## src/logic/dcc_consts.svh

```systemverilog
// Constants of the dual comparator control block.
// Included by the top and channel design files; definitions only.
`ifndef DCC_CONSTS_SVH
`define DCC_CONSTS_SVH

// =============================================
// Register indices, byte address is four times
`define DCC_ADDR_W      12
`define DCC_CTL1_IDX    10'h0AC
`define DCC_CTL2_IDX    10'h0AD
`define DCC_STAT_IDX    10'h0B0
`define DCC_MASK_IDX    10'h0B1
`define DCC_IEN_IDX     10'h0B2
`define DCC_STATE_IDX   10'h0B3

// =============================================
// Control register fields
`define DCC_BIT_EN      5
`define DCC_BIT_POS     4
`define DCC_BIT_NEG     3
`define DCC_BIT_OE      2
`define DCC_BIT_RES     1
`define DCC_BIT_FLAG    0
`define DCC_CTL_RST     8'h00
`define DCC_CTL_WMASK   8'h3C

// =============================================
// Interrupt registers
`define DCC_IEN_GLB     2
`define DCC_IRQ_W       4
`define DCC_IEN_W       3

// =============================================
// Bus answers and timing
`define DCC_RESP_OK     2'h0
`define DCC_RESP_DEC    2'h3
`define DCC_SETTLE_NS   10000
`define DCC_CLK_NS      8

`endif

```

## src/logic/dcc_pkg.sv

```systemverilog
// Types of the dual comparator control block.
// Shared by the top module and the channel module.
package dcc_pkg;

  typedef enum logic [0:0] {
    WS_COLLECT = 1'h0,
    WS_RESP    = 1'h1
  } dcc_wr_st_t;

  typedef enum logic [0:0] {
    RS_IDLE = 1'h0,
    RS_DATA = 1'h1
  } dcc_rd_st_t;

  typedef enum logic [2:0] {
    SEL_CTL1  = 3'h0,
    SEL_CTL2  = 3'h1,
    SEL_STAT  = 3'h2,
    SEL_MASK  = 3'h3,
    SEL_IEN   = 3'h4,
    SEL_STATE = 3'h5,
    SEL_NONE  = 3'h7
  } dcc_sel_t;

endpackage

```

## src/logic/dcc_channel.sv

```systemverilog
// One comparator channel: result synchroniser, change flag, settle timer.
// Assumes raw_i is asynchronous; all else on clk.
`timescale 1ns/100ps
`include "dcc_consts.svh"

module dcc_channel
  import dcc_pkg::*;
#(
  parameter int SETTLE_CYC = (`DCC_SETTLE_NS + `DCC_CLK_NS - 1) / `DCC_CLK_NS
) (
  input  wire logic clk,
  input  wire logic rst,
  input  wire logic en_i,
  input  wire logic raw_i,
  input  wire logic sw_clr_i,
  output logic      res_o,
  output logic      flag_o,
  output logic      change_o,
  output logic      settled_o,
  output logic      settle_evt_o
);

  localparam int CW = $clog2(SETTLE_CYC + 1);

  if (SETTLE_CYC < 1) begin : g_chk
    $error("SETTLE_CYC must be at least one");
  end

  logic          meta_q, meta_d;
  logic          sync_q, sync_d;
  logic          res_q, res_d;
  logic          flag_q, flag_d;
  logic [CW-1:0] cnt_q, cnt_d;
  logic          change;
  logic          settle_evt;

  // =============================================
  // Synchroniser, change detect, settle timer
  always_comb begin
    meta_d = raw_i;
    sync_d = meta_q;
    res_d  = en_i ? sync_q : 1'h0;
    change = en_i && (sync_q != res_q);
    if (!en_i) begin
      flag_d = 1'h0;
    end else begin
      flag_d = change | (flag_q & ~sw_clr_i);
    end
    settle_evt = 1'h0;
    if (!en_i) begin
      cnt_d = '0;
    end else if (cnt_q != CW'(SETTLE_CYC)) begin
      cnt_d = cnt_q + CW'(1);
      settle_evt = (cnt_q == CW'(SETTLE_CYC - 1));
    end else begin
      cnt_d = cnt_q;
    end
  end

  always_ff @(posedge clk) begin
    if (rst) begin
      meta_q <= 1'h0;
      sync_q <= 1'h0;
      res_q  <= 1'h0;
      flag_q <= 1'h0;
      cnt_q  <= '0;
    end else begin
      meta_q <= meta_d;
      sync_q <= sync_d;
      res_q  <= res_d;
      flag_q <= flag_d;
      cnt_q  <= cnt_d;
    end
  end

  assign res_o        = res_q;
  assign flag_o       = flag_q;
  assign change_o     = change;
  assign settled_o    = (cnt_q == CW'(SETTLE_CYC));
  assign settle_evt_o = settle_evt;
endmodule

```

## src/logic/dcc_top.sv

```systemverilog
// Dual comparator control block with AXI4-Lite register slave.
// Assumes one clock; analog results arrive asynchronously on CMP_RAW.
//
// Our own choice: the AXI4-Lite slave port.
`timescale 1ns/100ps
`include "dcc_consts.svh"

module dcc_top
  import dcc_pkg::*;
#(
  parameter int SETTLE_CYC = (`DCC_SETTLE_NS + `DCC_CLK_NS - 1) / `DCC_CLK_NS
) (
  input  wire logic                  CLOCK,
  input  wire logic                  RST,
  input  wire logic [`DCC_ADDR_W-1:0] AWADDR,
  input  wire logic                  AWVALID,
  output logic                       AWREADY,
  input  wire logic [31:0]           WDATA,
  input  wire logic [3:0]            WSTRB,
  input  wire logic                  WVALID,
  output logic                       WREADY,
  output logic [1:0]                 BRESP,
  output logic                       BVALID,
  input  wire logic                  BREADY,
  input  wire logic [`DCC_ADDR_W-1:0] ARADDR,
  input  wire logic                  ARVALID,
  output logic                       ARREADY,
  output logic [31:0]                RDATA,
  output logic [1:0]                 RRESP,
  output logic                       RVALID,
  input  wire logic                  RREADY,
  input  wire logic [1:0]            CMP_RAW,
  input  wire logic                  SLEEP,
  output logic [1:0]                 CMP_ON,
  output logic [1:0]                 POS_SEL,
  output logic [1:0]                 NEG_SEL,
  output logic [1:0]                 PIN_OE_N,
  output logic [1:0]                 PIN_OUT,
  output logic                       IRQ,
  output logic                       WAKE
);

  if (SETTLE_CYC < 1) begin : g_chk
    $error("SETTLE_CYC must be at least one");
  end

  // =============================================
  // Address decode, shared by both directions
  function automatic dcc_sel_t dcc_decode(
    input logic [`DCC_ADDR_W-1:0] a
  );
    case (a[`DCC_ADDR_W-1:2])
      `DCC_CTL1_IDX:  return SEL_CTL1;
      `DCC_CTL2_IDX:  return SEL_CTL2;
      `DCC_STAT_IDX:  return SEL_STAT;
      `DCC_MASK_IDX:  return SEL_MASK;
      `DCC_IEN_IDX:   return SEL_IEN;
      `DCC_STATE_IDX: return SEL_STATE;
      default:        return SEL_NONE;
    endcase
  endfunction

  // =============================================
  // Declarations
  dcc_wr_st_t               wr_st_q, wr_st_d;
  dcc_rd_st_t               rd_st_q, rd_st_d;
  logic                     aw_got_q, aw_got_d;
  logic                     w_got_q, w_got_d;
  logic [`DCC_ADDR_W-1:0]   waddr_q, waddr_d;
  logic [7:0]               wdata_q, wdata_d;
  logic                     wbyte_q, wbyte_d;
  logic                     awready_q, awready_d;
  logic                     wready_q, wready_d;
  logic                     bvalid_q, bvalid_d;
  logic [1:0]               bresp_q, bresp_d;
  logic                     arready_q, arready_d;
  logic                     rvalid_q, rvalid_d;
  logic [1:0]               rresp_q, rresp_d;
  logic [31:0]              rdata_q, rdata_d;
  logic                     do_wr;
  dcc_sel_t                 wsel;
  dcc_sel_t                 rsel;

  logic [7:0]               ctl_q [2];
  logic [7:0]               ctl_d [2];
  logic [`DCC_IRQ_W-1:0]    stat_q, stat_d;
  logic [`DCC_IRQ_W-1:0]    mask_q, mask_d;
  logic [`DCC_IEN_W-1:0]    ien_q, ien_d;
  logic [1:0]               oe_n_q, oe_n_d;
  logic                     irq_q, irq_d;
  logic                     wake_q, wake_d;
  logic                     irq_req;

  logic [1:0]               res;
  logic [1:0]               flag;
  logic [1:0]               change;
  logic [1:0]               settled;
  logic [1:0]               settle_evt;
  logic [1:0]               sw_clr;
  logic [1:0]               ch_en;
  logic [7:0]               rd_ctl [2];

  // =============================================
  // Channels
  for (genvar n = 0; n < 2; n++) begin : g_ch
    dcc_channel #(
      .SETTLE_CYC (SETTLE_CYC)
    ) u_ch (
      .clk          (CLOCK),
      .rst          (RST),
      .en_i         (ch_en[n]),
      .raw_i        (CMP_RAW[n]),
      .sw_clr_i     (sw_clr[n]),
      .res_o        (res[n]),
      .flag_o       (flag[n]),
      .change_o     (change[n]),
      .settled_o    (settled[n]),
      .settle_evt_o (settle_evt[n])
    );
    assign ch_en[n]   = ctl_q[n][`DCC_BIT_EN];
    assign CMP_ON[n]  = ctl_q[n][`DCC_BIT_EN];
    assign POS_SEL[n] = ctl_q[n][`DCC_BIT_POS];
    assign NEG_SEL[n] = ctl_q[n][`DCC_BIT_NEG];
    assign PIN_OUT[n] = CMP_RAW[n] & ~oe_n_q[n];
    assign rd_ctl[n]  = {2'h0, ctl_q[n][5:2], res[n], flag[n]};
  end

  // =============================================
  // Write channel: address and data in either order
  always_comb begin
    wr_st_d  = wr_st_q;
    aw_got_d = aw_got_q;
    w_got_d  = w_got_q;
    waddr_d  = waddr_q;
    wdata_d  = wdata_q;
    wbyte_d  = wbyte_q;
    bvalid_d = bvalid_q;
    bresp_d  = bresp_q;
    do_wr    = 1'h0;
    case (wr_st_q)
      WS_COLLECT: begin
        if (AWVALID && awready_q) begin
          aw_got_d = 1'h1;
          waddr_d  = AWADDR;
        end
        if (WVALID && wready_q) begin
          w_got_d = 1'h1;
          wdata_d = WDATA[7:0];
          wbyte_d = WSTRB[0];
        end
        if (aw_got_d && w_got_d) begin
          do_wr    = 1'h1;
          aw_got_d = 1'h0;
          w_got_d  = 1'h0;
          bvalid_d = 1'h1;
          bresp_d  = (dcc_decode(waddr_d) == SEL_NONE) ?
                     `DCC_RESP_DEC : `DCC_RESP_OK;
          wr_st_d  = WS_RESP;
        end
      end
      WS_RESP: begin
        if (BREADY) begin
          bvalid_d = 1'h0;
          wr_st_d  = WS_COLLECT;
        end
      end
      default: wr_st_d = WS_COLLECT;
    endcase
    awready_d = (wr_st_d == WS_COLLECT) && !aw_got_d;
    wready_d  = (wr_st_d == WS_COLLECT) && !w_got_d;
  end

  always_ff @(posedge CLOCK) begin
    if (RST) begin
      wr_st_q   <= WS_COLLECT;
      aw_got_q  <= 1'h0;
      w_got_q   <= 1'h0;
      waddr_q   <= '0;
      wdata_q   <= 8'h00;
      wbyte_q   <= 1'h0;
      bvalid_q  <= 1'h0;
      bresp_q   <= `DCC_RESP_OK;
      awready_q <= 1'h0;
      wready_q  <= 1'h0;
    end else begin
      wr_st_q   <= wr_st_d;
      aw_got_q  <= aw_got_d;
      w_got_q   <= w_got_d;
      waddr_q   <= waddr_d;
      wdata_q   <= wdata_d;
      wbyte_q   <= wbyte_d;
      bvalid_q  <= bvalid_d;
      bresp_q   <= bresp_d;
      awready_q <= awready_d;
      wready_q  <= wready_d;
    end
  end

  assign wsel = dcc_decode(waddr_d);

  // =============================================
  // Read channel
  always_comb begin
    rd_st_d  = rd_st_q;
    rvalid_d = rvalid_q;
    rresp_d  = rresp_q;
    rdata_d  = rdata_q;
    rsel     = dcc_decode(ARADDR);
    case (rd_st_q)
      RS_IDLE: begin
        if (ARVALID && arready_q) begin
          rvalid_d = 1'h1;
          rresp_d  = `DCC_RESP_OK;
          rd_st_d  = RS_DATA;
          case (rsel)
            SEL_CTL1:  rdata_d = {24'h0, rd_ctl[0]};
            SEL_CTL2:  rdata_d = {24'h0, rd_ctl[1]};
            SEL_STAT:  rdata_d = {28'h0, stat_q};
            SEL_MASK:  rdata_d = {28'h0, mask_q};
            SEL_IEN:   rdata_d = {29'h0, ien_q};
            SEL_STATE: rdata_d = {30'h0, settled};
            default: begin
              rdata_d = 32'h0;
              rresp_d = `DCC_RESP_DEC;
            end
          endcase
        end
      end
      RS_DATA: begin
        if (RREADY) begin
          rvalid_d = 1'h0;
          rd_st_d  = RS_IDLE;
        end
      end
      default: rd_st_d = RS_IDLE;
    endcase
    arready_d = (rd_st_d == RS_IDLE);
  end

  always_ff @(posedge CLOCK) begin
    if (RST) begin
      rd_st_q   <= RS_IDLE;
      rvalid_q  <= 1'h0;
      rresp_q   <= `DCC_RESP_OK;
      rdata_q   <= 32'h0;
      arready_q <= 1'h0;
    end else begin
      rd_st_q   <= rd_st_d;
      rvalid_q  <= rvalid_d;
      rresp_q   <= rresp_d;
      rdata_q   <= rdata_d;
      arready_q <= arready_d;
    end
  end

  // =============================================
  // Registers, interrupt and pin control
  always_comb begin
    stat_d = stat_q;
    mask_d = mask_q;
    ien_d  = ien_q;
    for (int n = 0; n < 2; n++) begin
      ctl_d[n]  = ctl_q[n];
      sw_clr[n] = 1'h0;
      if (do_wr && wbyte_d &&
          wsel == ((n == 0) ? SEL_CTL1 : SEL_CTL2)) begin
        ctl_d[n]  = (wdata_d & `DCC_CTL_WMASK);
        sw_clr[n] = !wdata_d[`DCC_BIT_FLAG];
      end
    end
    if (do_wr && wbyte_d) begin
      case (wsel)
        SEL_STAT: stat_d = stat_q & ~wdata_d[`DCC_IRQ_W-1:0];
        SEL_MASK: mask_d = wdata_d[`DCC_IRQ_W-1:0];
        SEL_IEN:  ien_d  = wdata_d[`DCC_IEN_W-1:0];
        default:  ;
      endcase
    end
    // Events set after the clear so a same-cycle event survives
    stat_d = stat_d | {settle_evt, change};
    for (int n = 0; n < 2; n++) begin
      oe_n_d[n] = ~(ctl_d[n][`DCC_BIT_EN] & ctl_d[n][`DCC_BIT_OE]);
    end
    irq_req = ien_q[`DCC_IEN_GLB] &
              (|(flag & ien_q[1:0]) | |(stat_q & mask_q));
    irq_d   = irq_req;
    wake_d  = irq_req & SLEEP;
  end

  always_ff @(posedge CLOCK) begin
    if (RST) begin
      ctl_q[0] <= `DCC_CTL_RST;
      ctl_q[1] <= `DCC_CTL_RST;
      stat_q   <= '0;
      mask_q   <= '0;
      ien_q    <= '0;
      oe_n_q   <= 2'h3;
      irq_q    <= 1'h0;
      wake_q   <= 1'h0;
    end else begin
      ctl_q[0] <= ctl_d[0];
      ctl_q[1] <= ctl_d[1];
      stat_q   <= stat_d;
      mask_q   <= mask_d;
      ien_q    <= ien_d;
      oe_n_q   <= oe_n_d;
      irq_q    <= irq_d;
      wake_q   <= wake_d;
    end
  end

  assign AWREADY  = awready_q;
  assign WREADY   = wready_q;
  assign BVALID   = bvalid_q;
  assign BRESP    = bresp_q;
  assign ARREADY  = arready_q;
  assign RVALID   = rvalid_q;
  assign RRESP    = rresp_q;
  assign RDATA    = rdata_q;
  assign PIN_OE_N = oe_n_q;
  assign IRQ      = irq_q;
  assign WAKE     = wake_q;
endmodule

```

## config.mk

```make
export PLATFORM = sky130hd
export DESIGN_NAME = dcc_top
export DESIGN_NICKNAME = d
export VERILOG_FILES = /design/src/logic/dcc_pkg.sv /design/src/logic/dcc_channel.sv /design/src/logic/dcc_top.sv
export VERILOG_INCLUDE_DIRS = /design/src /design/src/logic
export SDC_FILE = /design/constraint.sdc
export NUM_CORES = 1
export LEC_CHECK = 0
export ABC_AREA = 0
export CAP_MARGIN = 10
export CORE_UTILIZATION = 60
export CTS_CLUSTER_DIAMETER = 200
export DETAILED_ROUTE_END_ITERATION = 12
export DONT_BUFFER_PORTS = 1
export PLACE_DENSITY = 0.76
export SLEW_MARGIN = 20
export SYNTH_ARGS = -nofsm -noshare
export SYNTH_HDL_FRONTEND = slang
export SYNTH_HIERARCHICAL = 1
export SYNTH_SLANG_ARGS = --single-unit
```

## constraint.sdc

```tcl
create_clock -name CLOCK -period 3.1 [get_ports CLOCK]
set_input_delay 0 -clock CLOCK [delete_from_list [all_inputs] [get_ports CLOCK]]
set_output_delay 0 -clock CLOCK [all_outputs]
set_load 0.05 [all_outputs]
```

# Yosys cells after proc, flatten, opt, wreduce, memory -nomap -nowiden
# Memories as Yosys holds them, arrays and structs flattened.
# Cells that the tools add are included.
[op_classes] add_sub_neg=2 eq_ne=40 n_mux=51 bitwise=30 reduce_logical=29
[op_table] operator="$eq 10x8->1 const B" count=18
[op_table] operator="$pmux 3 s6" count=3
[op_table] operator="$eq 11x11->1 const B" count=4
[op_table] operator="$mux 12" count=3
[op_table] operator="$pmux 6 s6" count=1
[op_table] operator="$mux 8" count=4
[op_table] operator="$mux 1" count=28
[op_table] operator="$add 11x1->11 const B" count=2
[op_table] operator="$ne 11x11->1 const B" count=2
[op_table] operator="$reduce_and 2->1" count=7
[op_table] operator="$eq 3x2->1 const B" count=4
[op_table] operator="$eq 3x3->1 const B" count=4
[op_table] operator="$mux 6" count=2
[op_table] operator="$not 1->1" count=12
[op_table] operator="$logic_and 1x1->1" count=11
[op_table] operator="$and 1x1->1" count=8
[op_table] operator="$and 4x4->4" count=2
[op_table] operator="$mux 4" count=2
[op_table] operator="$ne 2x2->1 const B" count=4
[op_table] operator="$pmux 1 s2" count=4
[op_table] operator="$eq 3x1->1 const B" count=2
[op_table] operator="$logic_not 3->1" count=2
[op_table] operator="$mux 3" count=2
[op_table] operator="$reduce_or 2->1" count=3
[op_table] operator="10 further kinds" count=18
[word_totals] ff_bits=109 ram_bits=16 input_bits=70 output_inout_bits=53 wordCells=185 memories=1
[memory_table] name="ctl_q" depth=2 word_bits=8 read_ports=2 rd_ports_with_merged_regs=0 wr=2 line="dcc_top.sv:84" rtl="logic [7:0] ctl_q [2];"

# Depth between registers and ports, before layout
# Gate-level depths: netlist (run 1).
[logic_depth] depth_word=12 mapped_depth=11 mapped_depth_nobuf=9

# By module
# Netlist (run 1), hierarchy kept.
[modules_own_cells] mod="dcc_top" instances=1 cells_per_inst=360 area_each_um2=3072.9 seq_area_each_um2=1141.1
[modules_own_cells] mod="dcc_channel" instances=2 cells_per_inst=81 area_each_um2=739.5 seq_area_each_um2=300.3

# Worst setup path before layout (run 1)
# OpenSTA, ideal clock, no wires.
[synth_path] path_type="reg-to-reg" from="register awready_q, in the netlist AWREADY" to="register g_ch[1].u_ch.flag_q" setup_ns=0.130 t_arrival_ns=2.332 required_ns=2.970 path_slack_ns=0.638 path_stages_with_launch=10 path_buffers=1 synth_period_minus_slack_ns=2.462 cell_sequence="dfxtp_1 -> and3b_1 -> buf_6 -> or3_4 -> a2111oi_4 -> nand2_4 -> nor2_1 -> inv_1 -> a21oi_1 -> nor2_1"
[synth_between] elab_chain_len=12 word_cells_on_any_way=23 cone_classes="eq/ne (7); mux (9); bitwise (3); reduce/logical (4)"
[synth_rtl] item="from (decl)" line="dcc_top.sv:72" rtl="logic awready_q, awready_d;"
[synth_rtl] item="from (signal assigned)" line="dcc_top.sv:194" rtl="awready_q <= awready_d;"
[synth_rtl] item="$logic_and 1x1->1 *" line="dcc_top.sv:142" rtl="if (AWVALID && awready_q) begin"
[synth_rtl] item="$mux 12 or $mux 1 (tied branches)" line="dcc_top.sv:142"
[synth_rtl] item="$mux 12 or $mux 1 (tied branches)" line="dcc_top.sv:140" rtl="case (wr_st_q)"
[synth_rtl] item="$mux 12 or $logic_and 1x1->1 (tied branches)" line="dcc_top.sv:140, dcc_top.sv:151"
[synth_rtl] item="$eq 10x8->1 or $mux 1 (tied branches)" line="dcc_top.sv:52, dcc_top.sv:151"
[synth_rtl] item="$pmux 3 s6 or $mux 1 (tied branches)" line="dcc_top.sv:52, dcc_top.sv:140"
[synth_rtl] item="$eq 3x1->1 or $logic_and 1x1->1 (tied branches)" line="dcc_top.sv:266, dcc_top.sv:265"
[synth_rtl] item="$logic_and 1x1->1 *" line="dcc_top.sv:265" rtl="if (do_wr && wbyte_d &&"
[synth_rtl] item="$mux 1 *" line="dcc_top.sv:265"
[synth_rtl] item="via sw_clr[1]" line="dcc_top.sv:99" rtl="logic [1:0] sw_clr;"
[synth_rtl] item="$not 1->1 *" line="dcc_channel.sv:47" rtl="flag_d = change | (flag_q & ~sw_clr_i);"
[synth_rtl] item="$and 1x1->1 *" line="dcc_channel.sv:47"
[synth_rtl] item="$or 1x1->1 *" line="dcc_channel.sv:47"
[synth_rtl] item="to (signal assigned)" line="dcc_channel.sv:71" rtl="flag_q <= flag_d;"
[synth_rtl] item="to (decl)" line="dcc_channel.sv:32" rtl="logic flag_q, flag_d;"
# The timed path passes the listed nets; every way through them passes the cells marked *. The select of a mux whose other input is x is not followed.
# A chain may end at the register's enable or synchronous reset.

# Worst setup path after layout (run 1)
[layout_path] from="register awready_q, in the netlist AWREADY" to="register ien_q[0]"
[layout_between] elab_chain_len=8 word_cells_on_any_way=19 cone_classes="eq/ne (7); mux (8); reduce/logical (4)"
[layout_rtl] item="$logic_and 1x1->1 *" line="dcc_top.sv:142"
[layout_rtl] item="$mux 12 or $mux 1 (tied branches)" line="dcc_top.sv:142"
[layout_rtl] item="$mux 12 or $mux 1 (tied branches)" line="dcc_top.sv:140"
[layout_rtl] item="$mux 12 or $logic_and 1x1->1 (tied branches)" line="dcc_top.sv:140, dcc_top.sv:151"
[layout_rtl] item="$eq 10x8->1 or $mux 1 (tied branches)" line="dcc_top.sv:52, dcc_top.sv:151"
[layout_rtl] item="$pmux 3 s6 or $mux 1 (tied branches)" line="dcc_top.sv:52, dcc_top.sv:140"
[layout_rtl] item="$eq 3x3->1 or $logic_and 1x1->1 (tied branches)" line="dcc_top.sv:272, dcc_top.sv:271"
[layout_rtl] item="$reduce_and 2->1 (no line) *"
[layout_rtl] item="to (signal assigned)" line="dcc_top.sv:305" rtl="ien_q <= ien_d;"
[layout_rtl] item="to (decl)" line="dcc_top.sv:88" rtl="logic [`DCC_IEN_W-1:0] ien_q, ien_d;"
# Every way passes the cells marked *; elsewhere a longest branch is shown, timed or not. The select of a mux whose other input is x is not followed.

==> impl_metrics.py, run 1 <==
metrics = {
    "placement": {
        "dpl_cell_area_mm2": 0.004494,
        "dpl.hpwl_um": 6809,
        "gp_congestion": 0.8666,
        "numPortBuffers": 0,
        "dpl_worst_slack_ns": 0.5952,
    },
    "drt": {
        "drtIter0Drc": 235,
        "vias": 3734,
        "dr_wl_met2_um": 4609,
        "drt-total-wl_um": 9838,
        "wl_met1_um": 4544,
        "route.met3.wl_um": 509,
        "drc": 0,
        "antenna_left": 0,
        "post_drt_via_cell_ratio": 5.807,
        "wl_per_cell_um": 15.30,
        "drtPass1Iterations": 4,
        "top_layer": "met4",
    },
    "timing": {
        "hold_viol": 0,
        "min_period_ns": 2.435,
        "setup_viol": 0,
        "tns_ns": 0,
        "fmax_mhz": 410.7,
        "rsz0062_at_grt": "false",
        "slew_headroom_pct": 35.11,
        "worst_slack_ns": 0.6654,
        "fin_crit_sh_pct": 78.54,
        "drv_slew": 0,
        "worst_pin_slew_ns": 0.9720,
        "skew_ns": 0.01236,
    },
    "pwr": {
        "p_switching_w": 0.0006314,
        "pwr-share-seq_pct": 51.5,
        "powerDensity_mw_per_mm2": 467.2,
        "vdd_drop_max_v": 0.0003071,
        "combPwrFrac_pct": 10.6,
        "leakagePower_nw": 1.750,
        "switching_share_pct": 27.10,
        "p_clk_share_pct": 37.9,
        "p_int_w": 0.001699,
    },
    "worst_setup_path": {
        "worst_setup_path_start_kind": "flop",
        "cp_max_fo": 11,
        "crit_required_ns": 3.35,
        "cp.arrival_ns": 2.69,
        "endpoint_kind": "flop",
        "path_class": "reg -> reg",
    },
    "clock_network": {
        "cts_tree": "built",
        "insertion_delay_ns": 0.37,
        "clock_sinks": 87,
        "postCtsSetupBuffers": 0,
        "ctsHoldBuffers": 26,
        "htree_levels": 3,
        "clk_pin_slew_ns": 0.08,
        "cts.path.max_buffers": 2,
        "ctsRootBufferMaster": "clkbuf_8",
        "numCtsBuffers": 9,
        "cts_resized": 0,
    },
    "logic_synthesis": {
        "async_flop_share_pct": 0,
        "yosysTopAreaCell": "dfxtp_1",
        "yosysWarnings": 6,
        "yosysSeqAreaShare_pct": 38.26,
        "synthFlopType": "dfxtp_1",
        "syn_area_mm2": 0.004552,
        "synth_area_leaders": "dfxtp_1 38%, buf_4 5.8%, nand2_1 4.5%",
        "synth-seq-cells": 87,
        "synth_top_area_share_pct": 38.26,
        "synth_edf_count": 0,
        "syn_avg_cell_area_um2": 8.720,
        "yosysUniqueCellTypes": 65,
        "synthCells": 522,
    },
    "finish": {
        "diodes": 0,
        "area_growth_pct": 9.566,
        "final_area_mm2": 0.004987,
        "drive_above_1_share_pct": 9.926,
        "fill_cells": 617,
        "layout.nets": 617,
        "multiInputGateArea_mm2": 0.002490,
        "regArea_mm2": 0.001742,
    },
    "grt": {
        "overflow": 0,
        "antenna_found_initial": 0,
        "grt_pass1_wl_um": 15960,
        "grt_usage_pct": 26.19,
        "grt_pass1_vias": 3450,
        "grt_max_degree": 60,
    },
    "die": {
        "design.die.area_mm2": 0.007939,
        "die_h_um": 89.10,
        "io_pins": 123,
        "initial_core_util_pct": 62.42,
        "rows": 31,
        "die_w_um": 89.10,
        "core_mm2": 0.007292,
    },
    "hold_path": {
        "hold_path.class": "in -> reg",
    },
    "run_status": {
        "status": "finished clean",
    },
    "run": {
        "max_cap_viol_count": 0,
    },
}
## final cells by class
cell class	count	area share, %
timing repair buffer	35	6.774
sequential	87	34.92
clock buffer	11	2.835
clock inverter	5	1.631
tap	99	2.484
inverter	19	1.430
multi-input combinational	387	49.92
## flip-flops by register name, summed over array words and instances, names as in the netlist, 3 cells and up
signal and flops:
RDATA 6, ctl_q 8, g_ch.u_ch/cnt_q 22, ien_q 3
mask_q 4, stat_q 4, waddr_q 10, wdata_q 6
## cells in the mapped netlist (3+ instances only)
cell and number:
a21oi_1 36, buf_4 35, nand4_1 6, and3b_1 3, a211oi_1 7, mux2i_1 16
or2_2 4, nor3b_1 3, or4_1 7, and2_1 7, nand3_1 11, dfxtp_1 87
a211oi_2 4, or3_1 3, mux2_1 7, nor2_1 45, nor4_1 6, ha_1 8
clkbuf_1 14, or2b_1 3, inv_1 19, a22oi_1 5, nand3b_1 9, nor3_1 9
nand2_1 55, o31ai_1 11, xor2_1 6, mux2_2 4, buf_1 3, o21ai_0 10
nand2b_1 5, nor2b_1 17, a311oi_1 11
## final timing paths
path / startpoint / endpoint / slack, ns / cells after the start
max: AWREADY$_SDFF_PP0_ / ien_q[0]$_SDFFE_PP0P_ / 0.67 / 7
min: WDATA[0] / g_ch[0].u_ch/flag_o$_SDFF_PP0_ / 0.01 / 6
max reg2reg: AWREADY$_SDFF_PP0_ / ien_q[0]$_SDFFE_PP0P_ / 0.67 / 7
min reg2reg: g_ch[0].u_ch/meta_q$_SDFF_PP0_ / g_ch[0].u_ch/sync_q$_SDFF_PP0_ / 0.45 / 1
## cells in the final DEF (no fill, tap or decap), types with 7 or more instances in the layout
cell type	Yosys	routed
o31ai_1	11	11
a21oi_1	36	36
a311oi_1	11	11
nor2b_1	17	17
dlygate4sd3_1	0	25
o21ai_0	10	10
clkbuf_8	0	10
inv_1	19	19
a211oi_1	7	7
dfxtp_1	87	87
mux2i_1	16	16
ha_1	8	8
buf_4	35	9
nand2_1	55	55
nor2_1	45	45
conb_1	1	26
nand3_1	11	11
and2_1	7	7
or4_1	7	7
mux2_1	7	7
nor3_1	9	9
nand3b_1	9	9
## cells by family after synthesis
kind of cell    count (synthesis)  synth area share (%)
compound gates                104                 16.58
xor+xnor                        6                 1.154
fa+ha+maj                       8                 2.199
buf+inv                        73                 9.098
flops                          87                 38.26
mux                            27                 6.240
other cells                     1               0.08238
simple gates                  216                 26.39
## per-layer routing
| metal | global-route usage [%] | vias up |
|---|---|---|
| li1 | - | 1847 |
| met1 | 33.56 | 1765 |
| met2 | 42.82 | 106 |
| met3 | 5.633 | 16 |
| met4 | 11.11 | 0 |
| met5 | 0 | - |
## power by group through the flow
stage	Sequential (W)	Combinational (W)	Clock (W)
2_1_floorplan	0.00122	0.000216	0
3_3_place_gp	0.00122	0.000201	0
3_5_place_dp	0.00122	0.000204	0
4_1_cts	0.00120	0.000245	0.000897
5_1_grt	0.00120	0.000269	0.000929
6_report	0.00120	0.000247	0.000884
## through the flow
step / util, % / std cells / total power [W] / hold WS, ns
CTS: 68.39 / 643 / 0.002340 / 0.001505
detailed placement: 61.63 / 601 / 0.001429 / 0.07661
finish: 68.39 / 643 / 0.002330 / 0.01258
global route: 68.39 / 643 / 0.002402 / 0.04050
floorplan: - / 547 / 0.001440 / 0.07161
global placement: 61.63 / 601 / 0.001425 / 0.07670
## critical path: stages (launching register included)
cell       delay (ns)
dfxtp_1          0.46
and3b_1          0.35
buf_4            0.23
nand3_1          0.13
a2111oi_4        0.30
buf_4            0.24
o21a_1           0.26
mux2_2           0.36
No activity file was read; power rests on OpenSTA's default activity.
==> run 2, diff against run 1 <==
==> constraint.sdc (replaced) <==
create_clock -name CLOCK -period 2.4 [get_ports CLOCK]
set_input_delay 0 -clock CLOCK [delete_from_list [all_inputs] [get_ports CLOCK]]
set_output_delay 0 -clock CLOCK [all_outputs]
set_load 0.05 [all_outputs]
==> run 2 against run 1 <==
Sequential power rose by 28%. Total power rose by 26%. Clock power up 19%. Highest routed layer unchanged. Critical endpoint is now ctl_q[0][11]$_SDFFE_PP0N_. Register-to-register slack lost 0.54 ns. Final area up 1.7%.
==> impl_metrics.py, run 2 (synthesized netlist as in run 1, its figures left out) <==
metrics = {
    "worst_setup_path": {
        "cp_max_fo": 8,
        "crit_required_ns": 2.66,
        "cp.arrival_ns": 2.53,
        "r2r-start": "wr_st_q$_SDFF_PP0_",
        "critical_path.slowest_cell": "a2111oi_4",
        "worst_setup_path_start_kind": "flop",
        "path_cells": "nand3b_1 -> a211o_1 -> a2111oi_4 -> buf_4 -> a21oi_1 -> a311oi_1",
        "reg2reg_depth": 6,
        "path_class": "reg -> reg",
        "endpoint_kind": "flop",
        "startpoint": "wr_st_q$_SDFF_PP0_",
        "cp.depth": 6,
        "slowest_delay_ns": 0.52,
        "crit_family": "compound AO/OA/AOI/OAI gates",
        "critical_path_buf_inv_count": 1,
    },
    "grt": {
        "overflow": 0,
        "use_met2_pct": 46.29,
        "grt_busiest_layer": "met2",
        "grt_use_met3_pct": 6.371,
        "grt_usage_pct": 26.71,
        "grt_pass1_wl_um": 16330,
        "use_met1_pct": 32.82,
        "grt_pass1_vias": 3567,
        "antenna_found_initial": 0,
        "grt_max_degree": 60,
    },
    "timing": {
        "rsz0062_at_grt": "false",
        "slew_headroom_pct": 54.54,
        "min_period_ns": 2.270,
        "hold_viol": 0,
        "worst_pin_slew_ns": 0.6756,
        "worst_slack_ns": 0.1298,
        "fmax_mhz": 440.5,
        "drv_slew": 0,
        "fin_crit_sh_pct": 94.59,
        "tns_ns": 0,
        "skew_ns": 0.009240,
        "setup_viol": 0,
    },
    "pwr": {
        "p_switching_w": 0.0008108,
        "p_clk_share_pct": 35.9,
        "p_int_w": 0.002125,
        "combPwrFrac_pct": 12.0,
        "vdd_drop_max_v": 0.0004237,
        "powerDensity_mw_per_mm2": 578.7,
        "leakagePower_nw": 1.808,
        "pwr-share-seq_pct": 52.1,
        "switching_share_pct": 27.62,
    },
    "die": {
        "rows": 31,
        "initial_core_util_pct": 62.42,
        "design.die.area_mm2": 0.007939,
        "core_mm2": 0.007292,
        "io_pins": 123,
        "die_h_um": 89.10,
        "die_w_um": 89.10,
    },
    "finish": {
        "largest_register_ffs": 22,
        "layout_commonest_cell": "dfxtp_1",
        "drive_above_1_share_pct": 12.23,
        "largest_registers": "g_ch.u_ch/cnt_q (22), waddr_q (10), ctl_q (8)",
        "area_growth_pct": 11.43,
        "diodes": 0,
        "final_cell_mix": "85 x dfxtp_1, 55 x nand2_1, 45 x nor2_1",
        "fill_cells": 598,
        "layout.nets": 630,
        "top_register": "g_ch.u_ch/cnt_q",
    },
    "clock_network": {
        "clk_pin_slew_ns": 0.09,
        "ctsRootBufferMaster": "clkbuf_8",
        "numCtsBuffers": 9,
        "htree_levels": 3,
        "insertion_delay_ns": 0.35,
        "cts_tree": "built",
        "cts_resized": 0,
        "cts.path.max_buffers": 2,
        "clock_sinks": 87,
    },
    "placement": {
        "dpl_worst_slack_ns": 0.1174,
        "numPortBuffers": 0,
        "dpl.hpwl_um": 6897,
        "gp_congestion": 0.8804,
    },
    "run_status": {
        "status": "finished clean",
    },
    "hold_path": {
        "hold_path.class": "in -> reg",
        "hp-start": "ARVALID",
        "min_delay_path_depth": 3,
    },
    "drt": {
        "drt-total-wl_um": 10110,
        "wl_per_cell_um": 15.43,
        "antenna_left": 0,
        "post_drt_via_cell_ratio": 5.861,
        "vias": 3839,
        "drtIter0Drc": 226,
        "drtPass1Iterations": 6,
        "drc": 0,
    },
    "run": {
        "max_cap_viol_count": 0,
    },
}
run 2: cell count changes in the layout (fill, tap and decap cells not counted), sizes merged:
| cell | change |
|---|---|
| buf | +12 |
| clkinvlp | +1 |
| clkinv | -2 |
| dlygate4sd3 | +1 |
| bufinv | -1 |
| inv | +1 |
run 2: path summary, 6_finish.rpt:
path	slack (ns)	to
worst max-delay path	0.13	ctl_q[0][11]$_SDFFE_PP0N_
worst min register to register	0.45	g_ch[0].u_ch/sync_q$_SDFF_PP0_
worst max register to register	0.13	ctl_q[0][11]$_SDFFE_PP0N_
worst min-delay path	0.02	rd_st_q$_SDFF_PP0_
run 2: timing repair:
action | CTS | global route
setup buffers | 0 | 0
hold endpoints to repair | 68 | 0
hold buffers | 27 | 0
setup endpoints to repair | 0 | 0
run 2: worst min-delay path, cell delays in order:
cell	delay [ns]
nand2_1	0.06
or2_2	0.19
a21oi_1	0.08
run 2: area by class of cell:
cell class,count,area (µm²),area share [%]
inverters,19,71.32,1.406
flip-flops and latches,87,1744,34.39
well taps,99,123.9,2.442
clock inverters,4,53.80,1.061
repair buffers,48,437.9,8.633
multi-input cells,387,2490,49.09
clock buffers,11,151.4,2.985
run 2: through the flow:
step / utilization [%] / std cells / hold WS, ns / area [µm²] / total power, W
final: 69.56 / 655 / 0.02179 / 5072 / 0.002935
after global routing: 69.56 / 655 / 0.02494 / 5072 / 0.003056
after CTS: 69.56 / 655 / 0.003965 / 5072 / 0.002947
after detailed placement: 62.90 / 613 / 0.07672 / 4587 / 0.001859
after global placement: 62.90 / 613 / 0.07966 / 4587 / 0.001851
after floorplan: - / 547 / 0.07161 / 4648 / 0.001861
run 2: power groups by stage:
| stage | Clock [W] | Sequential [W] | Combinational, W |
|---|---|---|---|
| final | 0.00105 | 0.00153 | 0.000352 |
| after global routing | 0.00114 | 0.00154 | 0.000378 |
| after CTS | 0.00107 | 0.00153 | 0.000348 |
| after detailed placement | 0 | 0.00156 | 0.000295 |
| after global placement | 0 | 0.00156 | 0.000289 |
| after floorplan | 0 | 0.00158 | 0.000279 |
run 2: routing by layer:
metal	wire length [µm]	vias to the layer above
met3	661	16
met1	4355	1796
met5	0	-
met2	4937	155
met4	152	0
li1	-	1872
==> run 3, diff against run 2 <==
--- a/config.mk
+++ b/config.mk
@@ -16,5 +16,4 @@
 export SLEW_MARGIN = 20
 export SYNTH_ARGS = -nofsm -noshare
 export SYNTH_HDL_FRONTEND = slang
-export SYNTH_HIERARCHICAL = 1
 export SYNTH_SLANG_ARGS = --single-unit
==> run 3 against run 2 <==
Register-to-register slack improved by 0.11 ns. Flip-flop and latch count unchanged. Combinational power increased by 3%. Clock-buffer cell count decreased by 1. Setup slack improved by 0.11 ns. Clock power increased by 21%. Sequential power about the same. Synthesized cell count decreased by 4.4%. Global-route usage decreased by 1.5 points. Clock skew increased by 0.0027 ns. Fmax increased by 5.3%. Largest cell class unchanged. Highest routed layer unchanged.
==> impl_metrics.py, run 3 <==
metrics = {
    "run_status": {
        "status": "finished clean",
    },
    "timing": {
        "hold_viol": 0,
        "tns_ns": 0,
        "setup_viol": 0,
        "slew_headroom_pct": 54.03,
        "rsz0062_at_grt": "false",
        "min_period_ns": 2.156,
        "skew_ns": 0.01197,
        "fmax_mhz": 463.8,
        "drv_slew": 0,
        "fin_crit_sh_pct": 89.84,
        "worst_pin_slew_ns": 0.6865,
    },
    "grt": {
        "antenna_found_initial": 0,
        "grt_pass1_wl_um": 14750,
        "grt_pass1_vias": 3319,
        "grt_max_degree": 56,
        "overflow": 0,
        "grt_usage_pct": 25.26,
    },
    "finish": {
        "largest_registers": "g_ch.u_ch.cnt_q (22), waddr_q (10), ctl_q (8)",
        "fill_cells": 544,
        "layout.nets": 610,
        "layout_commonest_cell": "dfxtp_1",
        "fin_util_pct": 71.01,
        "largest_register_ffs": 22,
        "final_cell_mix": "87 x dfxtp_1, 63 x nand2_1, 61 x nor2_1",
        "drive_above_1_share_pct": 9.683,
        "diodes": 0,
        "top_register": "g_ch.u_ch.cnt_q",
        "area_growth_pct": 13.80,
    },
    "logic_synthesis": {
        "yosysTopAreaCell": "dfxtp_1",
        "syn_avg_cell_area_um2": 8.543,
        "yosysWarnings": 0,
        "synthCells": 499,
        "yosysMostFrequentCell": "dfxtp_1",
        "synth_edf_count": 0,
        "synthFlopType": "dfxtp_1",
        "synth_top_area_share_pct": 40.86,
        "yosysUniqueCellTypes": 55,
        "async_flop_share_pct": 0,
        "synth_area_leaders": "dfxtp_1 41%, buf_4 6.0%, nand2_1 5.5%",
        "yosysSeqAreaShare_pct": 40.86,
        "synth-seq-cells": 87,
        "syn_area_mm2": 0.004263,
        "synth_commonest_cells": "87 x dfxtp_1, 63 x nand2_1, 61 x nor2_1",
    },
    "run": {
        "max_cap_viol_count": 0,
    },
    "pwr": {
        "switching_share_pct": 26.44,
        "p_clk_share_pct": 40.1,
        "p_switching_w": 0.0008347,
        "combPwrFrac_pct": 11.5,
        "leakagePower_nw": 1.942,
        "p_int_w": 0.002322,
        "powerDensity_mw_per_mm2": 650.8,
        "pwr-share-seq_pct": 48.4,
        "vdd_drop_max_v": 0.0004057,
    },
    "worst_setup_path": {
        "crit_required_ns": 2.65,
        "endpoint_kind": "flop",
        "r2r-start": "AWREADY$_SDFF_PP0_",
        "rrSetupSlack_ns": 0.24,
        "startpoint": "AWREADY$_SDFF_PP0_",
        "cp_max_fo": 8,
        "cp.arrival_ns": 2.41,
        "r2r-end": "ctl_q[0][11]$_SDFFE_PP0N_",
        "path_class": "reg -> reg",
        "reg2reg_depth": 7,
        "worst_setup_path_start_kind": "flop",
    },
    "clock_network": {
        "postCtsSetupBuffers": 0,
        "cts_tree": "built",
        "htree_levels": 3,
        "insertion_delay_ns": 0.37,
        "clock_sinks": 87,
        "numCtsBuffers": 9,
        "clk_pin_slew_ns": 0.08,
        "ctsRootBufferMaster": "clkbuf_8",
        "cts.path.max_buffers": 2,
    },
    "die": {
        "core_mm2": 0.006832,
        "die_h_um": 86.29,
        "design.die.area_mm2": 0.007446,
        "die_w_um": 86.29,
        "io_pins": 123,
        "rows": 30,
        "initial_core_util_pct": 62.40,
    },
    "placement": {
        "gp_congestion": 0.8315,
        "dpl.hpwl_um": 6092,
        "numPortBuffers": 0,
    },
    "hold_path": {
        "hold_path.class": "in -> reg",
        "min_delay_path_depth": 4,
        "hold_end": "RDATA[3]$_SDFFE_PP0P_",
        "hp-start": "ARADDR[2]",
    },
    "drt": {
        "wl_per_cell_um": 14.15,
        "drtPass1Iterations": 4,
        "antenna_left": 0,
        "vias": 3408,
        "post_drt_via_cell_ratio": 5.384,
        "drc": 0,
        "drtIter0Drc": 163,
        "drt-total-wl_um": 8959,
    },
}
## run 3: changes by cell type in the layout (fill, tap and decap cells not counted), sizes merged, moves of 5 or more
cell,previous run,this run
a21oi,36,23
a311oi,11,4
buf,22,15
dlygate4sd3,26,31
inv,20,14
nand2,57,63
nor2,45,61
o31ai,11,2
or4,9,0
xnor2,0,6
xor2,6,13
## run 3: cell type report
class                   count  area [µm²]  share of cell area (%)
multi-input cells         375        2251                   46.40
flip-flops and latches     87        1742                   35.90
repair buffers             46       435.4                   8.976
clock buffers              10       137.6                   2.837
well taps                  96       120.1                   2.476
clock inverters             6       116.4                   2.399
inverters                  13       48.80                   1.006
## run 3: worst max path at each step
| stage | cells past startpoint | to |
|---|---|---|
| 3_5_place_dp | 10 | RDATA[1]$_SDFFE_PP0P_ |
| 2_1_floorplan | 6 | mask_q[1]$_SDFFE_PP0P_ |
| 4_1_cts | 7 | ctl_q[0][10]$_SDFF_PP0_ |
| 3_3_place_gp | 10 | RDATA[1]$_SDFFE_PP0P_ |
| 5_1_grt | 7 | ctl_q[0][11]$_SDFFE_PP0N_ |
| 6_report | 7 | ctl_q[0][11]$_SDFFE_PP0N_ |
## run 3: cell families (layout without fill, tap and decap cells)
group	after synthesis	count (layout)	synth area share [%]
adders and majority gates	8	8	2.348
xor gates and xnor gates	19	19	3.904
other	1	26	0.08797
muxes	24	24	5.958
AOI/OAI and AO/OA	70	70	11.18
buffers and inverters	62	75	8.541
and+or+nand+nor	228	228	27.12
DFF	87	87	40.86
## run 3: repair_timing
item | in CTS | in global routing
resized for setup | 0 | 0
endpoints found under the hold margin | 65 | 0
endpoints found under the setup margin | 0 | 0
hold buffers | 32 | 0
## run 3: per-stage QoR
step	cell area [µm²]	power [W]	cells	hold slack [ns]	setup WS, ns
after floorplan	4357	0.001860	524	0.09928	0.1833
after global placement	4267	0.001854	585	0.07710	0.3040
after detailed placement	4267	0.001859	585	0.07725	0.2864
after CTS	4851	0.003161	633	0.01642	0.2313
after global routing	4851	0.003262	633	0.08910	0.09182
final	4851	0.003157	633	0.02090	0.2438
## run 3: worst max-delay path, stage by stage, from the launching register on
cell and delay, ns:
dfxtp_1 0.39, buf_4 0.24, and2_1 0.22, o21bai_1 0.15, a2111oi_4 0.43, nand3b_2 0.31, mux2i_1 0.24, nor2_1 0.06
## run 3: power by group through the flow
stage / logic [W] / registers (W) / clock network [W]
2_1_floorplan: 0.000272 / 0.00159 / 0
3_3_place_gp: 0.000294 / 0.00156 / 0
3_5_place_dp: 0.000297 / 0.00156 / 0
4_1_cts: 0.000359 / 0.00153 / 0.00127
5_1_grt: 0.000391 / 0.00153 / 0.00134
6_report: 0.000362 / 0.00153 / 0.00127
## run 3: layer usage
| metal | routed length, µm | track usage (%) | part of all wire, % |
|---|---|---|---|
| met3 | 471 | 4.952 | 5.3 |
| met1 | 3940 | 30.57 | 44 |
| met5 | 0 | 0 | 0 |
| met4 | 146 | 13.03 | 1.6 |
| met2 | 4401 | 42.71 | 49 |
